==> config.mk <==
export PLATFORM = sky130hd
export DESIGN_NAME = nvm_checksum_verifier
export DESIGN_NICKNAME = d
export VERILOG_FILES = /design/src/nvm_checksum_pkg.sv /design/src/crc8_step.sv /design/src/nvm_checksum_verifier.sv
export SDC_FILE = /design/constraint.sdc
export NUM_CORES = 1
export LEC_CHECK = 0
export ABC_AREA = 1
export ABC_CLOCK_PERIOD_IN_PS = 2900
export BUFFER_PORTS_ARGS = -buffer_cell sky130_fd_sc_hd__buf_2
export CORE_ASPECT_RATIO = 1.2
export CORE_MARGIN = 1.5
export CORE_UTILIZATION = 55
export DETAILED_ROUTE_END_ITERATION = 7
export PLACE_DENSITY = 0.85
export SLEW_MARGIN = 20
export SYNTH_ARGS = -nofsm -noshare
export SYNTH_HDL_FRONTEND = slang
export SYNTH_SLANG_ARGS = --single-unit
export TNS_END_PERCENT = 20
==> constraint.sdc <==
create_clock -name ref_clk -period 2.9 [get_ports ref_clk]
set_input_delay 0.29 -clock ref_clk [delete_from_list [all_inputs] [get_ports ref_clk]]
set_output_delay 0.29 -clock ref_clk [all_outputs]
set_load 0.05 [all_outputs]
==> src/nvm_checksum_pkg.sv <==
package nvm_checksum_pkg;

  // Control/status page 5 register indices; 0x8D is not a multiple of four,
  // so each offset is kept as an index and the byte address is four times it.
  localparam logic [7:0] CS_PAGE = 8'h05;
  localparam logic [7:0] IDX_TRIGGER = 8'h8A;
  localparam logic [7:0] IDX_STATUS = 8'h8C;
  localparam logic [7:0] IDX_COMPUTED = 8'h8D;
  // Index chosen for the reference-byte image (lives in the memory, not a CSR)
  localparam logic [7:0] IDX_REFERENCE = 8'h8E;

  // Nonvolatile memory location of the reference byte
  localparam logic [3:0] NVM_REF_PAGE = 4'hF;
  localparam logic [2:0] NVM_REF_OFFSET = 3'h7;
  localparam logic [7:0] REF_RESET = 8'hB8;

  // Memory geometry: 16 pages of 8 bytes
  localparam int NVM_BYTES = 128;
  localparam logic [6:0] NVM_LAST = 7'h7F;
  localparam logic [6:0] NVM_REF_ADDR = {NVM_REF_PAGE, NVM_REF_OFFSET};

  // Status and trigger field positions
  localparam int ST_ACTIVE_BIT = 0;
  localparam int ST_MATCH_BIT = 1;
  localparam int TRIG_BIT = 0;

  // Checksum polynomial x^8+x^2+x+1, seed zero
  localparam logic [7:0] CRC_POLY = 8'h07;
  localparam logic [7:0] CRC_SEED = 8'h00;

  // Active window: one cycle per memory byte plus the finish cycle
  localparam logic [7:0] ACTIVE_CYCLES = 8'h81;

  typedef enum logic [1:0] {IDLE, SCAN, DONE} chk_state_e;

endpackage : nvm_checksum_pkg

==> src/crc8_step.sv <==
// One byte step of the bitwise MSB-first checksum
module crc8_step (
  // Running value and new byte
  input wire logic [7:0] crcIn,
  input wire logic [7:0] dataIn,
  // Next value
  output logic [7:0] crcOut
);
  import nvm_checksum_pkg::*;

  // Eight shift-and-fold steps, unrolled by a loop
  always_comb begin
    logic [7:0] c;
    c = crcIn ^ dataIn;
    for (int i = 0; i < 8; i++) begin
      c = c[7] ? ({c[6:0], 1'b0} ^ CRC_POLY) : {c[6:0], 1'b0};
    end
    crcOut = c;
  end

endmodule : crc8_step

==> src/nvm_checksum_verifier.sv <==
// Notes on behaviour
// Match bit is one when stored reference equals computed checksum, else zero.
// Check-active bit is one while a check runs, zero otherwise; resets zero.
// Computed checksum is a read-only 8-bit field, undefined until first check. Here it resets to zero.
// Computed checksum sits at page 5 offset 0x8D, no memory copy.
// Reference byte lives in memory page 15 offset 7, default 0xB8.
// Status upper six bits are read-only and read as zero.
// Writing one to the trigger bit starts a check; zero does nothing. Here a one written while a check runs is ignored.
// At finish, value and match update together and active clears same cycle.
//
// Implementation choice: the APB slave port.
module nvm_checksum_verifier (
  // Clock and reset
  input wire logic ref_clk,
  input wire logic reset_n,
  // APB slave
  input wire logic psel,
  input wire logic penable,
  input wire logic pwrite,
  input wire logic [11:0] paddr,
  input wire logic [31:0] pwdata,
  output logic [31:0] prdata,
  output logic pready,
  output logic pslverr,
  // Status mirrors
  output logic checksumMatch,
  output logic checksum_check_active
);
  import nvm_checksum_pkg::*;

  logic [7:0] nvmMem [NVM_BYTES];
  chk_state_e state_reg;
  logic [6:0] scanAddr_reg;
  logic [7:0] crc_reg;
  logic [7:0] crcNext;
  logic [7:0] checksum_computed_reg;
  logic match_reg;
  logic [7:0] idx;
  logic idxAligned;
  logic wrStrobe;
  logic hit;
  logic startReq;
  logic [7:0] activeLen_reg;

  // Register index from the word address
  assign idx = paddr[9:2];
  assign idxAligned = (paddr[1:0] == 2'h0) && (paddr[11:10] == 2'h0);
  assign hit = idxAligned && (idx == IDX_TRIGGER || idx == IDX_STATUS ||
               idx == IDX_COMPUTED || idx == IDX_REFERENCE);
  assign wrStrobe = psel && penable && pwrite;
  // Zero-wait slave; unmapped addresses answer with an error
  assign pready = 1'b1;
  assign pslverr = psel && penable && !hit;
  assign startReq = wrStrobe && hit && (idx == IDX_TRIGGER) && pwdata[TRIG_BIT];

  crc8_step u_step (
    .crcIn(crc_reg),
    .dataIn(nvmMem[scanAddr_reg]),
    .crcOut(crcNext)
  );

  // Memory image: only the reference byte is software-writable here
  always_ff @(posedge ref_clk) begin
    if (!reset_n) begin
      for (int i = 0; i < NVM_BYTES; i++) begin
        nvmMem[i] <= 8'h00;
      end
      nvmMem[NVM_REF_ADDR] <= REF_RESET;
    end else if (wrStrobe && hit && idx == IDX_REFERENCE) begin
      nvmMem[NVM_REF_ADDR] <= pwdata[7:0];
    end
  end

  // Scan sequencer; a trigger during a scan is ignored to keep the result coherent
  always_ff @(posedge ref_clk) begin
    if (!reset_n) begin
      state_reg <= IDLE;
      scanAddr_reg <= 7'h00;
      crc_reg <= CRC_SEED;
    end else begin
      unique case (state_reg)
        IDLE: begin
          if (startReq) begin
            state_reg <= SCAN;
            scanAddr_reg <= 7'h00;
            crc_reg <= CRC_SEED;
          end
        end
        SCAN: begin
          crc_reg <= crcNext;
          scanAddr_reg <= scanAddr_reg + 7'h01;
          if (scanAddr_reg == NVM_LAST) begin
            state_reg <= DONE;
          end
        end
        DONE: begin
          state_reg <= IDLE;
        end
        // The spare code would otherwise lock the sequencer up
        default: state_reg <= IDLE;
      endcase
    end
  end

  // Result and match land together in the same cycle active clears
  always_ff @(posedge ref_clk) begin
    if (!reset_n) begin
      match_reg <= 1'b0;
      checksum_computed_reg <= 8'h00; // undefined by spec, zero here
    end else if (state_reg == DONE) begin
      checksum_computed_reg <= crc_reg;
      match_reg <= (nvmMem[NVM_REF_ADDR] == crc_reg);
    end
  end

  assign checksum_check_active = (state_reg != IDLE);
  assign checksumMatch = match_reg;

  // Length of the current active window, kept only for the checks below
  always_ff @(posedge ref_clk) begin
    if (!reset_n) begin
      activeLen_reg <= 8'h00;
    end else if (checksum_check_active) begin
      activeLen_reg <= activeLen_reg + 8'h01;
    end else begin
      activeLen_reg <= 8'h00;
    end
  end

  // Read data, registered; reserved bits read as zero
  always_ff @(posedge ref_clk) begin
    if (!reset_n) begin
      prdata <= 32'h00000000;
    end else if (psel && !penable && !pwrite) begin
      prdata <= 32'h00000000;
      if (idxAligned) begin
        unique case (idx)
          IDX_STATUS: begin
            prdata[ST_MATCH_BIT] <= match_reg;
            prdata[ST_ACTIVE_BIT] <= checksum_check_active;
          end
          IDX_COMPUTED: prdata[7:0] <= checksum_computed_reg;
          IDX_REFERENCE: prdata[7:0] <= nvmMem[NVM_REF_ADDR];
          default: prdata <= 32'h00000000;
        endcase
      end
    end
  end

  // Start leads to active on the next edge
  property p_start_active;
    @(posedge ref_clk) disable iff (!reset_n)
      (startReq && state_reg == IDLE) |=> checksum_check_active;
  endproperty
  a_start_active: assert property (p_start_active) else $error("start missed");

  // Active window lasts one cycle per byte plus the finish cycle; a reset cuts it short
  property p_active_len;
    @(posedge ref_clk) disable iff (!reset_n)
      ($fell(checksum_check_active) && $past(reset_n)) |-> (activeLen_reg == ACTIVE_CYCLES);
  endproperty
  a_active_len: assert property (p_active_len) else $error("active too short");

  // On finish, active falls and result matches the scan
  property p_finish;
    @(posedge ref_clk) disable iff (!reset_n)
      (state_reg == DONE) |=> (!checksum_check_active &&
        checksum_computed_reg == $past(crc_reg) &&
        match_reg == ($past(nvmMem[NVM_REF_ADDR]) == $past(crc_reg)));
  endproperty
  a_finish: assert property (p_finish) else $error("finish not coherent");

  // Match only changes at finish
  property p_match_stable;
    @(posedge ref_clk) disable iff (!reset_n)
      (state_reg != DONE) |=> $stable(match_reg);
  endproperty
  a_match_stable: assert property (p_match_stable) else $error("match moved");

  // Computed value only changes at finish
  property p_value_stable;
    @(posedge ref_clk) disable iff (!reset_n)
      (state_reg != DONE) |=> $stable(checksum_computed_reg);
  endproperty
  a_value_stable: assert property (p_value_stable) else $error("value moved");

  // Status read returns reserved bits as zero
  property p_status_read;
    @(posedge ref_clk) disable iff (!reset_n)
      (psel && !penable && !pwrite && idxAligned && idx == IDX_STATUS)
        |=> (prdata[31:2] == 30'h0 && prdata[ST_MATCH_BIT] == $past(match_reg));
  endproperty
  a_status_read: assert property (p_status_read) else $error("status read bad");

  // Computed register read at its index
  property p_comp_read;
    @(posedge ref_clk) disable iff (!reset_n)
      (psel && !penable && !pwrite && idxAligned && idx == IDX_COMPUTED)
        |=> prdata == {24'h0, $past(checksum_computed_reg)};
  endproperty
  a_comp_read: assert property (p_comp_read) else $error("computed read bad");

  // Zero in the trigger bit never starts a scan
  property p_zero_trig;
    @(posedge ref_clk) disable iff (!reset_n)
      (state_reg == IDLE && !startReq) |=> !checksum_check_active;
  endproperty
  a_zero_trig: assert property (p_zero_trig) else $error("spurious start");

  // Reference write lands in the memory byte
  property p_ref_write;
    @(posedge ref_clk) disable iff (!reset_n)
      (wrStrobe && idxAligned && idx == IDX_REFERENCE)
        |=> nvmMem[NVM_REF_ADDR] == $past(pwdata[7:0]);
  endproperty
  a_ref_write: assert property (p_ref_write) else $error("reference write lost");

  // The active window never runs past its fixed length
  property p_active_cap;
    @(posedge ref_clk) disable iff (!reset_n)
      checksum_check_active |-> (activeLen_reg < ACTIVE_CYCLES);
  endproperty
  a_active_cap: assert property (p_active_cap) else $error("active too long");

  // Reference read returns the stored memory byte
  property p_ref_read;
    @(posedge ref_clk) disable iff (!reset_n)
      (psel && !penable && !pwrite && idxAligned && idx == IDX_REFERENCE)
        |=> prdata == {24'h0, $past(nvmMem[NVM_REF_ADDR])};
  endproperty
  a_ref_read: assert property (p_ref_read) else $error("reference read bad");

endmodule : nvm_checksum_verifier

=== Word-level counts from Yosys, hierarchy flattened ===
Memory sizes are Yosys's and may differ from the RTL's. A register that Yosys moved wholly into a read port is not among the register bits.
Cells that the tools add are included.

* Register bits after elaboration: 58
* Bits in writable memories: 1024
* Bits of input ports: 49
* Output and inout bits: 36
* Logic and storage cells: 79
* Memories: 1

{| class="wikitable"
|+ Memory list
! name !! words !! width !! read ports !! clocked after Yosys merged registers in !! write ports !! RTL line !! RTL
|-
| nvmMem || 128 || 8 || 2 || 1 || 128 || nvm_checksum_verifier.sv:31 || <nowiki>logic [7:0] nvmMem [NVM_BYTES];</nowiki>
|}

* $add $sub $neg: 1
* Equal/unequal tests: 10
* Muxes and demuxes: 26
* Bitwise gates (word level): 11
* Reduce and logical (&&, ||, !) cells: 24

{| class="wikitable"
|+ Operator list
! cell !! count
|-
| $eq 8x8->1 const B || 4
|-
| $mux 8 || 4
|-
| $mux 3 || 8
|-
| $not 3->3 || 8
|-
| $mux 7 || 3
|-
| $pmux 8 s2 || 1
|-
| $pmux 7 s2 || 1
|-
| $pmux 6 s2 || 1
|-
| $logic_and 1x1->1 || 11
|-
| $eq 8x8->1 || 1
|-
| $xor 8x8->8 || 1
|-
| $add 7x1->7 const B || 1
|-
| $eq 7x7->1 const B || 1
|-
| $logic_not 2->1 || 3
|-
| $pmux 2 s3 || 1
|-
| $mux 1 || 4
|-
| $mux 2 || 2
|-
| $ne 2x2->1 const B || 2
|-
| $pmux 2 s2 || 1
|-
| $reduce_and 2->1 || 2
|-
| $reduce_bool 2->1 || 2
|-
| $logic_not 1->1 || 3
|-
| $logic_or 1x1->1 || 3
|-
| $eq 2x1->1 const B || 1
|-
| 2 further kinds || 3
|}

=== Longest topological paths before layout ===
* Depth after elaboration: 18
* Mapped depth: 13
* Gate-level depth less buffers: 13

=== Cells and area by module ===
From an unflattened synthesis, not the netlist that was laid out.

* Cells, all modules: 395
* Area total of the unflattened synthesis: 2773.9 um^2

{| class="wikitable"
|+ Modules (own cells, without submodules)
! module !! instances !! cells an instance !! area each (um^2) !! sequential area each (um^2)
|-
| nvm_checksum_verifier || 1 || 314 || 2411.1 || 1061.0
|-
| crc8_step || 1 || 81 || 362.8 || 0.0
|}

=== Least setup slack after synthesis ===
Ideal clock, no wire load.

* Kind: input port to output port
* From: input paddr[8]
* To: output pslverr
* Arrival time: 1356 ps
* Data required time: 2610 ps
* Setup slack: 1254 ps
* Stages on the path: 6
* Path buffers: 0
* Cell sequence: inv_1 nand2_1 nor2_4 o211ai_1 a21oi_1 nor2_1

* Longest elaborated chain between the ends: 7
* Elaborated cells between the ends (all ways): 10
* Those cells by class: 4 x eq/ne; 6 x reduce/logical

{| class="wikitable"
|+ RTL lines
! item !! RTL line !! RTL
|-
| start: declaration || nvm_checksum_verifier.sv:20 || <nowiki>input wire logic [11:0] paddr,</nowiki>
|-
| $eq 8x8->1 || nvm_checksum_verifier.sv:48 || <nowiki>assign hit = idxAligned && (idx == IDX_TRIGGER || idx == IDX_STATUS ||</nowiki>
|-
| $logic_or 1x1->1 (2 in series) || nvm_checksum_verifier.sv:48 ||
|-
| $logic_or 1x1->1 * || nvm_checksum_verifier.sv:49 || <nowiki>idx == IDX_COMPUTED || idx == IDX_REFERENCE);</nowiki>
|-
| $logic_and 1x1->1 * || nvm_checksum_verifier.sv:48 ||
|-
| $logic_not 1->1 * || nvm_checksum_verifier.sv:53 || <nowiki>assign pslverr = psel && penable && !hit;</nowiki>
|-
| $logic_and 1x1->1 * || nvm_checksum_verifier.sv:53 ||
|-
| end: declaration || nvm_checksum_verifier.sv:24 || <nowiki>output logic pslverr,</nowiki>
|}

Mark *: on every way between the ends. The rest lies on a longest branch, timed or not.

==> flow_metrics.tcl <==
set metrics [dict create \
    final_nets 497 \
    core_area_um2 4905 \
    synth_top_area_cell "dfxtp_1" \
    worstPathMaxFanout 18 \
    clk_pin_slew_ns 0.10 \
    clkSinkCount 49 \
    wl_per_cell_um 12.45 \
    dp_hpwl_mm 4.668 \
    clock_skew_ns 0.006482 \
    ys_types 31 \
    syn-instance-count 413 \
    ant_nets 0 \
    hp-class "in2reg" \
    fin_area_um2 3048 \
    first_pass_iters 5 \
    cts.path.max_buffers 2 \
    worstMarginPinSlew_ns 0.9046 \
    routed_wirelength_mm 6.327 \
    slowest_delay_ns 0.37 \
    path_cells "nand2_1, nor2_4, nand3_1, nand2_2, nand2_1, nand2_1, nand2_1, nand2_2, nand2_1, a21oi_1, nor2_1" \
    final_layout_size_suffix_gt1_share_pct 14.06 \
    place_area_um2 2915 \
    rows 28 \
    ir_drop_v 0.0002842 \
    drc_errors 0 \
    finalMaxSlewViolations 0 \
    synth.most_common_cell "nand2_1" \
    synth-seq-cells 49 \
    clock.fmax_mhz 550.8 \
    async_reset_ff_share_pct 0 \
    n_antenna_cell 0 \
    cts_setup_buffers 0 \
    met2_usage_pct 42.62 \
    tns_ns 0 \
    clock-root-buffer "clkbuf_8" \
    cts_tree "done" \
    power_density_nw_per_um2 457.4 \
    drtIter0Drc 182 \
    rsz0062_at_grt "false" \
    relSlewSlack_pct 39.47 \
    setup_viol 0 \
    vias 2672 \
    max_cap_viol_count 0 \
    power_mw 1.394 \
    power.leakage_nw 1.508 \
    yosysTopAreaCellShare_pct 29.35 \
    worst_slack_ns 1.084 \
    dieArea_um2 5523 \
    via_per_inst 5.260 \
    grt_pass1_wl_mm 10.12 \
    synth_edf_count 8 \
    die_y_um 81.11 \
    finalCritPeriodShare_pct 62.61 \
    hold_viol_final 0 \
    synth.cell_area_um2 2796 \
    crit_slowest_cell "nor2_4" \
    cts_buffers 5 \
    grt_antenna_before_repair 0 \
    preCtsSetupSlack_ns 0.8730 \
    grt_pass1_vias 2370 \
    gp_congestion 0.9078 \
    io_pins 85 \
    avgSynthCellArea_um2 6.771 \
    initial_core_util_pct 57.02 \
    crit_required_ns 3.11 \
    grt-busiest-layer "met2" \
    clock_latency_ns 0.32 \
    cp_common_cell "nand2_1" \
    htreeDepth 2 \
    grt_start_max_net_pins 24 \
    port_buffers 35 \
    worst-setup-path-type "reg2reg" \
    fin_crit_ns 1.816 \
    ys_top_cells_by_count "nand2_1 (126), inv_1 (48), dfxtp_1 (41), nand3_1 (32), a21oi_1 (31)" \
    arrival_ns 2.03 \
    cp-end-kind "flip-flop" \
    synth_ff_type "dfxtp_1" \
    cp-start-kind "flip-flop" \
    cts_hold_buf 0 \
    synth_area_leaders "dfxtp_1 (29%), nand2_1 (17%), edfxtp_1 (8.6%), buf_4 (7.0%), inv_1 (6.4%)" \
    grt_overflow_total 0 \
    grt_use_met1_pct 27.23 \
    post_cts_resize_count 0 \
    grt_util_all_layers_pct 24.44 \
    grtUsageMet3_pct 4.986 \
    ys_warn_count 0 \
    die_x_um 68.09 \
    area_delta_synth_final_pct 8.993 \
    yosysSeqAreaShare_pct 37.94 \
    status "completed" \
]
-- cells in the final DEF, fill, tap and decap left out, drive strengths merged --
master	n
nand3	32
clkinv	1
buf	36
a22o	4
inv	54
ha	1
conb	25
bufinv	1
o221ai	1
a221oi	1
xor2	2
o211ai	2
nand4	8
nand3b	2
dfxtp	41
a21oi	32
clkbuf	6
nand2	133
xnor2	3
edfxtp	8
o21ai	17
o22ai	2
nor3	4
nor2	32
-- per-stage QoR --
step / hold slack [ns] / util (%) / std cells
finish: 0.2364 / 62.14 / 508
global route: 0.2450 / 62.14 / 508
CTS: 0.2344 / 62.14 / 508
detailed placement: 0.4543 / 59.44 / 500
global placement: 0.4501 / 59.44 / 500
floorplan: 0.4612 / - / 436
-- layer usage --
metal / share of wire (%) / wire (um) / vias up
met5: 0 / 0 / -
met4: 4.1 / 259 / 0
met3: 5.4 / 343 / 23
met2: 49 / 3095 / 105
met1: 42 / 2629 / 1205
li1: - / - / 1339
-- power by group --
group,internal [mW],switching (mW),leakage (nW)
sequential,0.698,0.00978,0.407
clock,0.313,0.247,0.0669
combinational,0.0219,0.105,1.03
-- cells by family (layout without fill, tap and decap cells) --
kind of cell	after synthesis	in the layout	synth area share [%]
compound gates	59	59	11.77
other cells	2	25	0.2686
simple gates	211	211	32.71
fa+ha+maj	1	1	0.4474
buf+inv	86	98	15.30
xor+xnor	5	5	1.566
flops	49	49	37.94
-- final timing paths --
path,to,cells after the start,start,slack (ns)
max,crc_reg[1],11,flip-flop,1.08
min,nvmMem[127][7],3,pwdata[7],0.24
max reg2reg,crc_reg[1],11,flip-flop,1.08
min reg2reg,prdata[1],2,prdata[1],0.47
-- worst max-delay path: cells and delay by family (launching register included) --
| family | cells | cell delay [ns] |
|---|---|---|
| AO/OA/AOI/OAI | 1 | 0.19 |
| flip-flops | 1 | 0.32 |
| AND/OR/NAND/NOR | 10 | 1.18 |
-- final cells by class --
cell class	count	area [um^2]
sequential	49	1061
fill	464	1857
clock buffer	6	93.84
multi-input combinational	301	1394
inverter	54	202.7
tap	60	75.07
clock inverter	2	38.79
timing repair buffer	36	182.7
(Power assumes the default switching activity.)
